<file path="src/inc/cfcell_cfg.svh">
/*
  Constants of the configurable storage cell block: counts, widths,
  register offsets, field positions and reset values.
  Assumes it is included by bare name from inc/ before any use.
*/
// How it works
// - A cell with its mode bit 0 is an edge-triggered flip-flop; with 1 it is a transparent latch.
// - A cell drives its stored value when its polarity bit is 0 and the inverted value when it is 1.
// - In cells 6 to 8 a set-reset select of 0 makes the asserted control input clear the stored value.
// - In cells 6 to 8 a set-reset select of 1 makes the asserted control input set the stored value.
// - While power-on reset is active each cell holds the value of its initial-state bit.
`ifndef CFCELL_CFG_SVH
`define CFCELL_CFG_SVH

// Cell counts and widths
`define CFCELL_NCELL 6
`define CFCELL_NSR 3
`define CFCELL_TW 16
`define CFCELL_SW 4
`define CFCELL_AW 8
`define CFCELL_DW 32
`define CFCELL_BEW 4
`define CFCELL_BYTE 8

// Register byte offsets
`define CFCELL_OFF_TABLE 8'h00
`define CFCELL_OFF_MODE 8'h04
`define CFCELL_OFF_POL 8'h08
`define CFCELL_OFF_SRSEL 8'h0c
`define CFCELL_OFF_INIT 8'h10
`define CFCELL_OFF_STATUS 8'h14
`define CFCELL_OFF_STORED 8'h18

// Status field position of the table output
`define CFCELL_STAT_TBIT 8

// Reset values of the configuration registers
`define CFCELL_RST_TABLE 16'h0000
`define CFCELL_RST_MODE 6'h00
`define CFCELL_RST_POL 6'h00
`define CFCELL_RST_SRSEL 3'h0
`define CFCELL_RST_INIT 6'h00

`endif

</file>
<file path="src/inc/cfcell_pkg.sv">
/*
  Types of the configurable storage cell block.
  Assumes cfcell_cfg.svh is on the include path.
*/
`default_nettype none
`include "cfcell_cfg.svh"

package cfcell_pkg;

  // Bus handshake states, one-hot
  typedef enum logic [1:0] {
    BUS_IDLE = 2'b01,
    BUS_ACK = 2'b10
  } cfcell_bus_t;

  // Configuration of one storage cell
  typedef struct packed {
    logic mode;
    logic pol;
    logic srsel;
    logic init;
  } cfcell_cellcfg_t;

  // State of one storage cell
  typedef struct packed {
    logic q;
    logic gate_prev;
  } cfcell_cellst_t;

  // Avalon-MM request from the master
  typedef struct packed {
    logic read;
    logic write;
    logic [`CFCELL_AW-1:0] address;
    logic [`CFCELL_BEW-1:0] byteenable;
    logic [`CFCELL_DW-1:0] writedata;
  } cfcell_avreq_t;

  // State of the top level
  typedef struct packed {
    cfcell_bus_t bus;
    logic [`CFCELL_TW-1:0] table_word;
    logic [`CFCELL_NCELL-1:0] mode;
    logic [`CFCELL_NCELL-1:0] pol;
    logic [`CFCELL_NSR-1:0] srsel;
    logic [`CFCELL_NCELL-1:0] init;
    logic [`CFCELL_DW-1:0] rdata;
    logic [`CFCELL_NCELL-1:0] out;
    logic table_out;
  } cfcell_top_st_t;

endpackage

`default_nettype wire

</file>
<file path="src/core/cfcell_top.sv">
/*
  Storage cells 6 to 11 and the four-input table, with their
  configuration held in registers behind an Avalon-MM slave.
  Assumes matrix inputs are synchronous to CLK_SYS and SRST is the
  power-on reset, held at least two edges.
*/
`timescale 1ns/1ps
`default_nettype none
`include "cfcell_cfg.svh"

module cfcell_top #(
  parameter logic [`CFCELL_TW-1:0] TABLE_DEFAULT = `CFCELL_RST_TABLE,
  parameter logic [`CFCELL_NCELL-1:0] MODE_DEFAULT = `CFCELL_RST_MODE,
  parameter logic [`CFCELL_NCELL-1:0] POL_DEFAULT = `CFCELL_RST_POL,
  parameter logic [`CFCELL_NSR-1:0] SRSEL_DEFAULT = `CFCELL_RST_SRSEL,
  parameter logic [`CFCELL_NCELL-1:0] INIT_DEFAULT = `CFCELL_RST_INIT
) (
  input wire logic CLK_SYS,                   // System clock
  input wire logic SRST,                      // Power-on reset, high
  input wire cfcell_pkg::cfcell_avreq_t AVS_REQ, // Avalon-MM request
  output logic [`CFCELL_DW-1:0] AVS_READDATA, // Avalon-MM read data
  output logic AVS_WAITREQUEST,               // Avalon-MM stall
  input wire logic [`CFCELL_NCELL-1:0] CELL_DATA, // Matrix data in
  input wire logic [`CFCELL_NCELL-1:0] CELL_GATE, // Matrix clock/enable
  input wire logic [`CFCELL_NSR-1:0] CELL_SR,     // Set/reset, cells 6-8
  output logic [`CFCELL_NCELL-1:0] CELL_OUT,      // Cell outputs
  input wire logic [`CFCELL_SW-1:0] FOUR_INPUT_TABLE_ONE_IN, // Table in
  output logic FOUR_INPUT_TABLE_ONE_OUT          // Table output
);

  cfcell_pkg::cfcell_top_st_t st_ff, nxt_st;
  logic [`CFCELL_NCELL-1:0] cell_stored;
  logic [`CFCELL_NCELL-1:0] cell_drive;
  logic table_pick;
  logic req_any;
  logic [`CFCELL_DW-1:0] wr_word;
  logic [`CFCELL_DW-1:0] rd_word;

  // Byte-lane merge of write data into an old register value
  function automatic logic [`CFCELL_DW-1:0] merge_be(
    input logic [`CFCELL_DW-1:0] old_v,
    input logic [`CFCELL_DW-1:0] new_v,
    input logic [`CFCELL_BEW-1:0] be
  );
    logic [`CFCELL_DW-1:0] res;
    res = old_v;
    for (int b = 0; b < `CFCELL_BEW; b++) begin
      if (be[b]) begin
        res[b*`CFCELL_BYTE +: `CFCELL_BYTE] =
          new_v[b*`CFCELL_BYTE +: `CFCELL_BYTE];
      end
    end
    return res;
  endfunction

  // Register read decode; unmapped offsets read zero
  function automatic logic [`CFCELL_DW-1:0] read_reg(
    input cfcell_pkg::cfcell_top_st_t s,
    input logic [`CFCELL_NCELL-1:0] q,
    input logic [`CFCELL_AW-1:0] addr
  );
    logic [`CFCELL_DW-1:0] v;
    v = '0;
    unique case (addr)
      `CFCELL_OFF_TABLE: v = `CFCELL_DW'(s.table_word);
      `CFCELL_OFF_MODE: v = `CFCELL_DW'(s.mode);
      `CFCELL_OFF_POL: v = `CFCELL_DW'(s.pol);
      `CFCELL_OFF_SRSEL: v = `CFCELL_DW'(s.srsel);
      `CFCELL_OFF_INIT: v = `CFCELL_DW'(s.init);
      `CFCELL_OFF_STATUS: begin
        v[`CFCELL_NCELL-1:0] = s.out;
        v[`CFCELL_STAT_TBIT] = s.table_out;
      end
      `CFCELL_OFF_STORED: v = `CFCELL_DW'(q);
      default: v = '0;
    endcase
    return v;
  endfunction

  // Cells; only the first NSR have the matrix set/reset input
  for (genvar i = 0; i < `CFCELL_NCELL; i++) begin : g_cell
    cfcell_pkg::cfcell_cellcfg_t ccfg;
    logic csr;
    assign ccfg.mode = st_ff.mode[i];
    assign ccfg.pol = st_ff.pol[i];
    assign ccfg.init = st_ff.init[i];
    if (i < `CFCELL_NSR) begin : g_sr
      assign ccfg.srsel = st_ff.srsel[i];
      assign csr = CELL_SR[i];
    end else begin : g_nosr
      // No set/reset here; the select bit is unused and reads zero
      assign ccfg.srsel = 1'b0;
      assign csr = 1'b0;
    end
    cfcell_cell #(
      .HAS_SR(i < `CFCELL_NSR)
    ) u_cell (
      .clk(CLK_SYS),
      .rst(SRST),
      .cfg(ccfg),
      .d(CELL_DATA[i]),
      .gate(CELL_GATE[i]),
      .sr(csr),
      .stored(cell_stored[i]),
      .drive(cell_drive[i])
    );
  end

  // Truth-table lookup
  cfcell_table u_table (
    .truth(st_ff.table_word),
    .sel(FOUR_INPUT_TABLE_ONE_IN),
    .pick(table_pick)
  );

  // Stall every request for one cycle so read data comes from a flop
  assign req_any = AVS_REQ.read || AVS_REQ.write;
  assign AVS_WAITREQUEST = req_any && (st_ff.bus != cfcell_pkg::BUS_ACK);

  // Next state: bus handshake, config writes, registered outputs
  always_comb begin
    nxt_st = st_ff;
    rd_word = read_reg(st_ff, cell_stored, AVS_REQ.address);
    wr_word = '0;
    nxt_st.out = cell_drive;
    nxt_st.table_out = table_pick;
    unique case (st_ff.bus)
      cfcell_pkg::BUS_IDLE: begin
        if (req_any) begin
          nxt_st.bus = cfcell_pkg::BUS_ACK;
          if (AVS_REQ.read) begin
            nxt_st.rdata = rd_word;
          end
        end
      end
      cfcell_pkg::BUS_ACK: begin
        // Write takes effect on the edge that sees waitrequest low
        nxt_st.bus = cfcell_pkg::BUS_IDLE;
        if (AVS_REQ.write) begin
          wr_word = merge_be(rd_word, AVS_REQ.writedata,
                             AVS_REQ.byteenable);
          unique case (AVS_REQ.address)
            `CFCELL_OFF_TABLE: nxt_st.table_word = wr_word[`CFCELL_TW-1:0];
            `CFCELL_OFF_MODE: nxt_st.mode = wr_word[`CFCELL_NCELL-1:0];
            `CFCELL_OFF_POL: nxt_st.pol = wr_word[`CFCELL_NCELL-1:0];
            `CFCELL_OFF_SRSEL: nxt_st.srsel = wr_word[`CFCELL_NSR-1:0];
            `CFCELL_OFF_INIT: nxt_st.init = wr_word[`CFCELL_NCELL-1:0];
            // Status and unmapped offsets ignore writes
            default: nxt_st.rdata = st_ff.rdata;
          endcase
        end
      end
      default: nxt_st.bus = cfcell_pkg::BUS_IDLE;
    endcase
    // Configuration reloads its stored defaults at power-on
    if (SRST) begin
      nxt_st.bus = cfcell_pkg::BUS_IDLE;
      nxt_st.table_word = TABLE_DEFAULT;
      nxt_st.mode = MODE_DEFAULT;
      nxt_st.pol = POL_DEFAULT;
      nxt_st.srsel = SRSEL_DEFAULT;
      nxt_st.init = INIT_DEFAULT;
      nxt_st.rdata = '0;
    end
  end

  always_ff @(posedge CLK_SYS) begin
    st_ff <= nxt_st;
  end

  // All data outputs come straight from flops
  assign AVS_READDATA = st_ff.rdata;
  assign CELL_OUT = st_ff.out;
  assign FOUR_INPUT_TABLE_ONE_OUT = st_ff.table_out;

  // Check helpers: a write takes effect, a read loads its data
  logic wr_take;
  logic rd_load;
  logic table_ref;
  assign wr_take = AVS_REQ.write && !AVS_WAITREQUEST;
  assign rd_load = AVS_REQ.read && AVS_WAITREQUEST;
  // Independent of u_table, so a wiring slip there shows up
  assign table_ref = st_ff.table_word[FOUR_INPUT_TABLE_ONE_IN];
endmodule

`default_nettype wire

</file>
<file path="src/core/cfcell_table.sv">
/*
  Four-input lookup table: one bit out of a sixteen-bit truth word.
  Assumes the truth word and the inputs are stable flop outputs.
*/
`timescale 1ns/1ps
`default_nettype none
`include "cfcell_cfg.svh"

module cfcell_table (
  input wire logic [`CFCELL_TW-1:0] truth, // Truth-table word
  input wire logic [`CFCELL_SW-1:0] sel,   // Matrix inputs, bit 0 lowest
  output logic pick                        // Selected bit
);

  // Inputs form the index into the word
  assign pick = truth[sel];

endmodule

`default_nettype wire

</file>
<file path="src/core/cfcell_cell.sv">
/*
  One storage cell: flip-flop or transparent latch on a matrix gate,
  optional matrix set-or-reset, output polarity, power-on value.
  Assumes gate, data and control are synchronous to clk.
*/
`timescale 1ns/1ps
`default_nettype none
`include "cfcell_cfg.svh"

module cfcell_cell #(
  parameter bit HAS_SR = 1'b0 // Cell has the matrix set/reset input
) (
  input wire logic clk,                      // System clock
  input wire logic rst,                      // Power-on reset, high
  input wire cfcell_pkg::cfcell_cellcfg_t cfg, // Cell configuration
  input wire logic d,                        // Matrix data
  input wire logic gate,                     // Matrix clock or enable
  input wire logic sr,                       // Matrix set/reset, high
  output logic stored,                       // Stored value
  output logic drive                         // Value toward the matrix
);

  cfcell_pkg::cfcell_cellst_t st_ff, nxt_st;
  logic sr_hit;

  // Next state; reset beats set/reset, which beats data
  always_comb begin
    nxt_st = st_ff;
    nxt_st.gate_prev = gate;
    sr_hit = HAS_SR && sr;
    if (rst) begin
      nxt_st.q = cfg.init;
    end else if (sr_hit) begin
      nxt_st.q = cfg.srsel;
    end else if (cfg.mode) begin
      if (gate) begin
        nxt_st.q = d;
      end
    end else if (gate && !st_ff.gate_prev) begin
      nxt_st.q = d;
    end
  end

  always_ff @(posedge clk) begin
    st_ff <= nxt_st;
  end

  // Gate rise is seen on the edge that first samples gate high, and data lands on that edge
  assign stored = st_ff.q;
  assign drive = st_ff.q ^ cfg.pol;
endmodule

`default_nettype wire

</file>
<file path="config.mk">
export PLATFORM = sky130hd
export DESIGN_NAME = cfcell_top
export DESIGN_NICKNAME = d
export VERILOG_FILES = /design/src/inc/cfcell_pkg.sv /design/src/core/cfcell_top.sv /design/src/core/cfcell_table.sv /design/src/core/cfcell_cell.sv
export VERILOG_INCLUDE_DIRS = /design/src /design/src/inc
export SDC_FILE = /design/constraint.sdc
export NUM_CORES = 1
export LEC_CHECK = 0
export BUFFER_PORTS_ARGS = -buffer_cell sky130_fd_sc_hd__buf_2
export CAP_MARGIN = 20
export CELL_PAD_IN_SITES_DETAIL_PLACEMENT = 1
export CELL_PAD_IN_SITES_GLOBAL_PLACEMENT = 1
export CORE_ASPECT_RATIO = 1.25
export CORE_MARGIN = 5
export CORE_UTILIZATION = 30
export CTS_CLUSTER_SIZE = 40
export DETAILED_ROUTE_END_ITERATION = 8
export PLACE_DENSITY = 0.63
export SYNTH_ARGS = -nofsm -noshare
export SYNTH_HDL_FRONTEND = slang
export SYNTH_HIERARCHICAL = 1
export SYNTH_SLANG_ARGS = --single-unit
</file>
<file path="constraint.sdc">
create_clock -name CLK_SYS -period 1.9 [get_ports CLK_SYS]
set_input_delay 0.095 -clock CLK_SYS [delete_from_list [all_inputs] [get_ports CLK_SYS]]
set_output_delay 0.095 -clock CLK_SYS [all_outputs]
set_load 0.005 [all_outputs]
</file>
Word level (Yosys, flattened, before mapping)
Index checks and enable logic that the tools add are counted.
{"block": "op_classes", "mux": 38, "n_reduce_logical": 34, "bitwise_logic": 8, "eq_ne": 15, "n_lt_le_gt_ge": 1}
{"cell": "32-bit two-way mux", "count": 2}
{"cell": "32-bit one-hot mux with 2 select lines", "count": 1}
{"cell": "6-bit one-hot mux with 7 select lines", "count": 1}
{"cell": "1-bit two-way mux", "count": 28}
{"cell": "8-bit by 5-bit == test with 1-bit output, second input constant", "count": 3}
{"cell": "8-bit by 4-bit == test with 1-bit output, second input constant", "count": 2}
{"cell": "8-bit two-way mux", "count": 2}
{"cell": "3-bit AND reduction", "count": 5}
{"cell": "4-bit inequality test, second input constant", "count": 3}
{"cell": "2-bit AND reduction", "count": 6}
{"cell": "4-bit nonzero test", "count": 3}
{"cell": "3-bit inequality test, second input constant", "count": 3}
{"cell": "3-bit nonzero test", "count": 3}
{"cell": "8-bit by 3-bit == test with 1-bit output, second input constant", "count": 1}
{"cell": "8-bit logical NOT", "count": 1}
{"cell": "1-bit logical AND", "count": 7}
{"cell": "7-bit two-way mux", "count": 1}
{"cell": "1-bit logical NOT", "count": 6}
{"cell": "1-bit bitwise XOR", "count": 6}
{"cell": "4-bit by 5-bit less-than comparator with 1-bit output, second input constant", "count": 1}
{"cell": "1-bit binary-select mux with 4-bit select", "count": 1}
{"cell": "4-bit AND reduction", "count": 1}
{"cell": "2-bit by 1-bit == test with 1-bit output, second input constant", "count": 1}
{"cell": "2-bit == test, second input constant", "count": 1}
{"cell": "6 further kinds", "count": 7}
{"block": "word_totals", "out_inout_bits": 40, "inputBits": 67, "wordCells": 117, "reg_bits": 90}

Depth between registers and ports, before layout
Gate-level depths: netlist of the first run.
{"block": "depth", "ltp_word": 6, "mapped_depth": 7, "ltp_nobuf": 5}

By module
The synthesis of the first run kept the hierarchy.
{"module": "cfcell_top", "area_per_inst_um2": 2972.9, "seq_area_each_um2": 1241.2, "cells_each": 335, "n_inst": 1}
{"module": "cfcell_cell (g_cell[0].u_cell ...)", "area_per_inst_um2": 92.6, "seq_area_each_um2": 50.0, "cells_each": 8, "n_inst": 3}
{"module": "cfcell_cell (g_cell[3].u_cell ...)", "area_per_inst_um2": 87.6, "seq_area_each_um2": 50.0, "cells_each": 6, "n_inst": 3}
{"module": "cfcell_table", "area_per_inst_um2": 135.1, "seq_area_each_um2": 0.0, "cells_each": 7, "n_inst": 1}

Worst setup path after synthesis of the first run
OpenSTA, ideal clock, no wires.
{"block": "synth_path", "path_kind": "input to register", "start": "in AVS_REQ[41] in the netlist's numbering", "end": "reg st_ff, in the netlist g_cell[1].ccfg[0]", "t_arrival_ns": 1.602, "t_required_ns": 1.841, "path_stages": 6, "path_slack_ns": 0.239, "cell_sequence": "or4_4 buf_6 or2_4 o22a_1 a31oi_4 a22o_1"}
{"block": "synth_between", "elab_chain_len": 3, "word_cells_on_any_way": 10, "classes_between": "6 x eq/ne; 2 x mux; 2 x reduce/logical"}
{"item": "start: declaration", "line": "cfcell_top.sv:20", "text": "input wire cfcell_pkg::cfcell_avreq_t AVS_REQ,"}
{"item": "8-bit by 5-bit == test with 1-bit output (tied with other cells)", "line": "cfcell_top.sv:64", "text": "unique case (addr)"}
{"item": "6-bit one-hot mux with 7 select lines", "line": "cfcell_top.sv:64"}
{"item": "8-bit two-way mux", "line": "cfcell_top.sv:48", "text": "if (be[b]) begin"}
{"item": "end signal: assignment", "line": "cfcell_top.sv:168", "text": "st_ff <= nxt_st;"}
{"item": "end: declaration", "line": "cfcell_top.sv:31", "text": "cfcell_pkg::cfcell_top_st_t st_ff, nxt_st;"}
Parallel ways exist; a longest one is shown, timed or not.
A chain may end at the register's enable or synchronous reset.

Worst setup path in the final report of the first run
{"block": "layout_path", "start": "reg st_ff, in the netlist g_cell[5].ccfg[2]", "end": "reg st_ff[65] in the netlist's numbering"}
{"block": "layout_between", "elab_chain_len": 2}
{"item": "6-bit one-hot mux with 7 select lines", "line": "cfcell_top.sv:64"}
{"item": "8-bit two-way mux", "line": "cfcell_top.sv:48"}
Every way passes these cells.

==> flow_summary.ini, run 1 <==
[outcome]
outcome = finished clean

[route]
post_drt_wl_per_cell_um = 17.3
vias_per_cell = 4.87
ant_nets = 0
drtIter0Drc = 114
vias = 3084
drt_pre_antenna_iters = 4
drc = 0
wirelength_um = 10900

[placed_design]
place.gp.congestion = 0.823
port_buffers = 72
dp_slack_ns = -0.0149
place_area_um2 = 4150
dp_hpwl_um = 8550

[sta]
finalHoldViolCount = 0
skew_ns = 0.00577
fmax_ghz = 0.572
period_share_pct = 92.0
setup_viol = 0
drv_slew = 0
setup_ws_ns = 0.151
rsz0062_at_grt = false
period_needed_ns = 1.75
tightest_slew_ns = 0.592
slew_headroom_pct = 60.3

[final_layout]
diodes = 0
nFillCells = 1448
area_growth_pct = 23.0
drive_gt1_share_pct = 30.1
nets = 531
fin_area_um2 = 4490

[yosys]
synth_edf_count = 6
synth.area.top_cells = dfxtp_1 (37%), buf_4 (8.0%), edfxtp_1 (4.9%)
synth_area_leader_cell = dfxtp_1
synth.cell_area_um2 = 3650
ys_seq_elements = 74
syn-mean-instance-area_um2 = 9.50
synthFlopType = dfxtp_1
async_flop_share_pct = 0
ys_types = 58
synth_top_area_share_pct = 37.3
yosysWarnings = 6
yosysSeqAreaShare_pct = 42.2
synth_cells = 384

[job]
maxCapViolations = 0

[floorplanning]
io_pins = 107
die_w_um = 109
die_y_um = 133
initial_core_util_pct = 30.3
die_area_um2 = 14500
rows = 45
coreArea_um2 = 12000

[clock_network]
cts-root-buf = clkbuf_16
cts_sinks = 74
clk_pin_slew_ns = 0.06
cts_tree = done
htreeDepth = 3
clk_latency_ns = 0.34
cts_buffer_depth = 2
cts_buffers = 9

[critical_path]
cp.arrival_ns = 1.99
end_kind = flop
path_class = reg -> reg
crit_path_start_kind = flop
cp_max_fo = 4
crit_required_ns = 2.14

[power_and_ir_drop]
ir_drop_v = 0.000337
leakagePower_uw = 0.00187
power_density_nw_per_um2 = 782

[grt]
grt_max_degree = 26
track_usage_pct = 15.4
grt_pass1_wl_um = 17200
overflow = 0
antenna_found_initial = 0
grt_pass1_vias = 3278

[min_path]
worst_hold_path_type = in -> reg
==> critical path, cell delays in order (launching register included) <==
cell and delay (ns):
dfxtp_1 0.36, and3b_1 0.17, a21oi_1 0.04, o221a_2 0.28
or4_1 0.53, a311oi_1 0.29
==> path summary, 6_finish.rpt <==
path                                 from          end  slack, ns  cells after the start
setup / recovery        g_cell[5].ccfg[2]    st_ff[65]       0.15                      5
hold / removal                 AVS_REQ[6]    st_ff[66]       0.02                      3
setup reg to reg        g_cell[5].ccfg[2]    st_ff[65]       0.15                      5
hold reg to reg   g_cell[2].u_cell/stored  CELL_OUT[2]       0.46                      1
==> sequential cells by signal, summed over array words and instances, names as in the netlist <==
register and count:
g_cell.ccfg 21, st_ff 18, AVS_READDATA 16, CELL_OUT 6, g_cell.u_cell/st_ff 6, g_cell.u_cell/stored 6
FOUR_INPUT_TABLE_ONE_OUT 1
==> logic make-up after synthesis <==
logic type             Yosys count  synth area share [%]
flip-flops                      74                  42.2
multiplexers                    28                  10.4
XOR/XNOR                         6                  1.44
other                            1                 0.103
AO/OA/AOI/OAI                   82                  16.2
buffers and inverters           61                  10.6
AND/OR/NAND/NOR                132                  18.9
==> per-stage QoR <==
step	utilization, %	setup TNS, ns	cells	total power [uW]	hold WS, ns
floorplan	-	0	399	1870	0.123
CTS	37.2	0	633	3570	0.00988
finish	37.3	0	633	3510	0.0209
global placement	34.4	0	610	2000	0.213
detailed placement	34.4	-0.0307	610	2000	0.215
global route	37.3	0	633	3670	0.0250
==> placed cells by master (no fill, tap or decap), types with 7 or more instances in the layout <==
master	netlist	layout
nand2_1	34	34
nand2b_1	7	7
nor3_1	10	9
clkbuf_16	0	9
nand3_1	16	16
a21oi_1	19	19
mux2i_1	14	14
o21ai_0	11	11
dlygate4sd3_1	0	7
a22oi_1	12	12
buf_4	39	29
nor2_1	39	39
a211oi_1	7	7
buf_2	4	72
conb_1	1	16
dfxtp_1	68	68
==> Yosys cell counts (2+ instances only) <==
master / count
and3_1: 2
edfxtp_1: 6
nand3_1: 16
mux4_1: 4
clkbuf_1: 10
nor2_1: 39
or3_1: 2
nand2_1: 34
mux2_2: 6
nand2b_1: 7
nor3_1: 10
or2_2: 2
a211o_1: 4
or4_1: 3
mux2_4: 3
a2bb2oi_1: 2
a211oi_1: 7
a311oi_1: 6
buf_4: 39
a22oi_1: 12
nor3_2: 2
xor2_1: 6
a32o_1: 5
a21o_1: 3
buf_2: 4
dfxtp_1: 68
inv_1: 6
o21ai_0: 11
mux2i_1: 14
a22o_1: 5
a21oi_1: 19
==> timing repair <==
item,4_1_cts,5_1_grt
resized for setup,0,1
hold endpoints to repair,7,0
buffers inserted,0,0
hold buffers,7,0
endpoints found under the setup margin,0,1
==> routing by layer <==
metal / up-vias / global-route usage (%) / part of all wire (%)
met3: 14 / 3.59 / 4.2
met4: 0 / 5.05 / 1.6
li1: 1497 / - / -
met5: - / 0 / 0
met2: 65 / 27.7 / 52
met1: 1508 / 17.8 / 42
==> final cells by class <==
type	instances	area, um2	share of cell area [%]
Clock inverter	3	15.0	0.334
Multi-Input combinational cell	264	1790	39.8
Tap cell	164	205	4.57
Sequential cell	74	1540	34.3
Timing Repair Buffer	109	668	14.9
Inverter	6	22.5	0.502
Clock buffer	13	250	5.57
==> power breakdown <==
| part | switching (uW) | internal [uW] |
|---|---|---|
| Combinational | 194 | 150 |
| Sequential | 22.4 | 1610 |
| Clock | 620 | 913 |
| Total | 837 | 2680 |
Note: power is estimated with default switching activity, not from simulation.
==> run 2, diff against run 1 <==
--- a/config.mk
+++ b/config.mk
@@ -15,7 +15,7 @@
 export CORE_UTILIZATION = 30
 export CTS_CLUSTER_SIZE = 40
 export DETAILED_ROUTE_END_ITERATION = 8
-export PLACE_DENSITY = 0.63
+export PLACE_DENSITY_LB_ADDON = 0.3
 export SYNTH_ARGS = -nofsm -noshare
 export SYNTH_HDL_FRONTEND = slang
 export SYNTH_HIERARCHICAL = 1
==> run 2 against run 1 <==
Effect of this change:
- combinational power fell by 2%
- final cell count grew 0.32%
- clock-buffer cell count fell by 1
- maximum frequency shrank 0.78%
- utilization rose by 0.29 points
- largest power group is now clock
==> flow_summary.ini, run 2 (same netlist as run 1, synthesis figures left out) <==
[sta]
period_needed_ns = 1.76
period_share_pct = 92.8
tns_ns = 0
finalHoldViolCount = 0
tightest_slew_ns = 0.710
fmax_ghz = 0.567
hold_ws_ns = 0.00810
rsz0062_at_grt = false
setup_viol = 0
skew_ns = 0.00892
drv_slew = 0
slew_headroom_pct = 52.6

[grt]
track_usage_pct = 15.5
grt_pass1_wl_um = 17400
grt_max_degree = 34
overflow = 0
grt_pass1_vias = 3361
antenna_found_initial = 0

[route]
vias_per_cell = 4.93
wl_met3_um = 473
met1_length_um = 4550
highest_layer = met4
drt_pre_antenna_iters = 4
post_drt_wl_per_cell_um = 17.1
vias = 3129
drtIter0Drc = 116
drc = 0
ant_nets = 0
wirelength_um = 10800
wl_met2_um = 5520

[power_and_ir_drop]
combPwrFrac_pct = 9.1
power_density_nw_per_um2 = 819
seqPwrFrac_pct = 44.1
ir_drop_v = 0.000337
p_int_uw = 2850
switching_share_pct = 23.2
leakagePower_uw = 0.00189
switchingPower_uw = 862
clkPwrFrac_pct = 46.8

[floorplanning]
initial_core_util_pct = 30.3
coreArea_um2 = 12000
die_area_um2 = 14500
die_w_um = 109
io_pins = 107
rows = 45
die_y_um = 133

[final_layout]
largest_reg_flops = 21
drive_gt1_share_pct = 30.6
final_common_cell = buf_2
diodes = 0
final_cell_mix = buf_2 (72), dfxtp_1 (68), nor2_1 (39), nand2_1 (34), buf_4 (32)
final_cells = 635
nets = 533
area_growth_pct = 24.0

[clock_network]
cts_sinks = 74
cts_tree = done
htreeDepth = 3
clk_pin_slew_ns = 0.06
cts_buffer_depth = 2
clk_latency_ns = 0.34
cts_buffers = 9
cts-root-buf = clkbuf_16

[placed_design]
place.gp.congestion = 0.817
dp_hpwl_um = 8560
port_buffers = 72
dpl.cell_count = 612

[critical_path]
crit_path_start_kind = flop
end_kind = flop
cp_max_fo = 4
cp.arrival_ns = 2.00
path_class = reg -> reg
crit_required_ns = 2.14

[job]
maxCapViolations = 0

[outcome]
outcome = finished clean

[min_path]
worst_hold_path_type = in -> reg
-- run 2: cell types whose count changed in the layout (fill, tap and decap cells not counted), moves of 2 or more --
cell,previous run,this run
clkbuf_1,3,1
clkinv_2,3,1
inv_4,0,2
buf_4,29,32
-- run 2: final timing paths --
| check | to | cells past startpoint | slack, ns | start |
|---|---|---|---|---|
| max | g_cell[5].ccfg[0] | 5 | 0.14 | g_cell[5].ccfg[2] |
| min | st_ff[66] | 3 | 0.008 | AVS_REQ[6] |
| min reg2reg | CELL_OUT[5] | 1 | 0.46 | g_cell[5].u_cell/stored |
| max reg2reg | g_cell[5].ccfg[0] | 5 | 0.14 | g_cell[5].ccfg[2] |
-- run 2: timing repair --
item,4_1_cts,5_1_grt
hold buffers,7,0
gates resized for setup,0,0
hold endpoints to repair,7,0
buffers inserted,0,0
-- run 2: layer usage --
layer  vias to the layer above  track usage (%)
met5                         -                0
met4                         0             6.04
met3                        20             3.73
met2                        75             27.2
met1                      1535             18.0
li1                       1499                -
-- run 2: per-stage QoR --
stage	total power (uW)	setup slack [ns]	instance area, um2	util (%)
finish	3710	0.138	4520	37.5
global route	3850	0.0189	4520	37.5
CTS	3750	0.121	4520	37.5
detailed placement	2000	0.0260	4150	34.4
global placement	1990	0.0688	4150	34.4
floorplan	1870	0.239	3700	-
-- run 2: final cells by class --
class / instances / area (um2)
Tap cell: 164 / 205
Fill cell: 1440 / 7520
Inverter: 6 / 22.5
Clock inverter: 4 / 47.5
Clock buffer: 12 / 256
Multi-Input combinational cell: 264 / 1780
Timing Repair Buffer: 111 / 671
Sequential cell: 74 / 1540
-- run 2: critical path, cell delays in order, from the launching register on --
cell and delay [ns]:
dfxtp_1 0.37, and3b_1 0.17, a21oi_1 0.04, o221a_2 0.27, or4_1 0.52, a311oi_1 0.30
-- run 2: power by group through the flow --
| stage | Clock, uW | Combinational (uW) | Sequential (uW) |
|---|---|---|---|
| 3_3_place_gp | 0 | 323 | 1670 |
| 3_5_place_dp | 0 | 329 | 1670 |
| 6_report | 1730 | 338 | 1640 |
| 5_1_grt | 1840 | 371 | 1640 |
| 2_1_floorplan | 0 | 211 | 1660 |
| 4_1_cts | 1780 | 342 | 1640 |
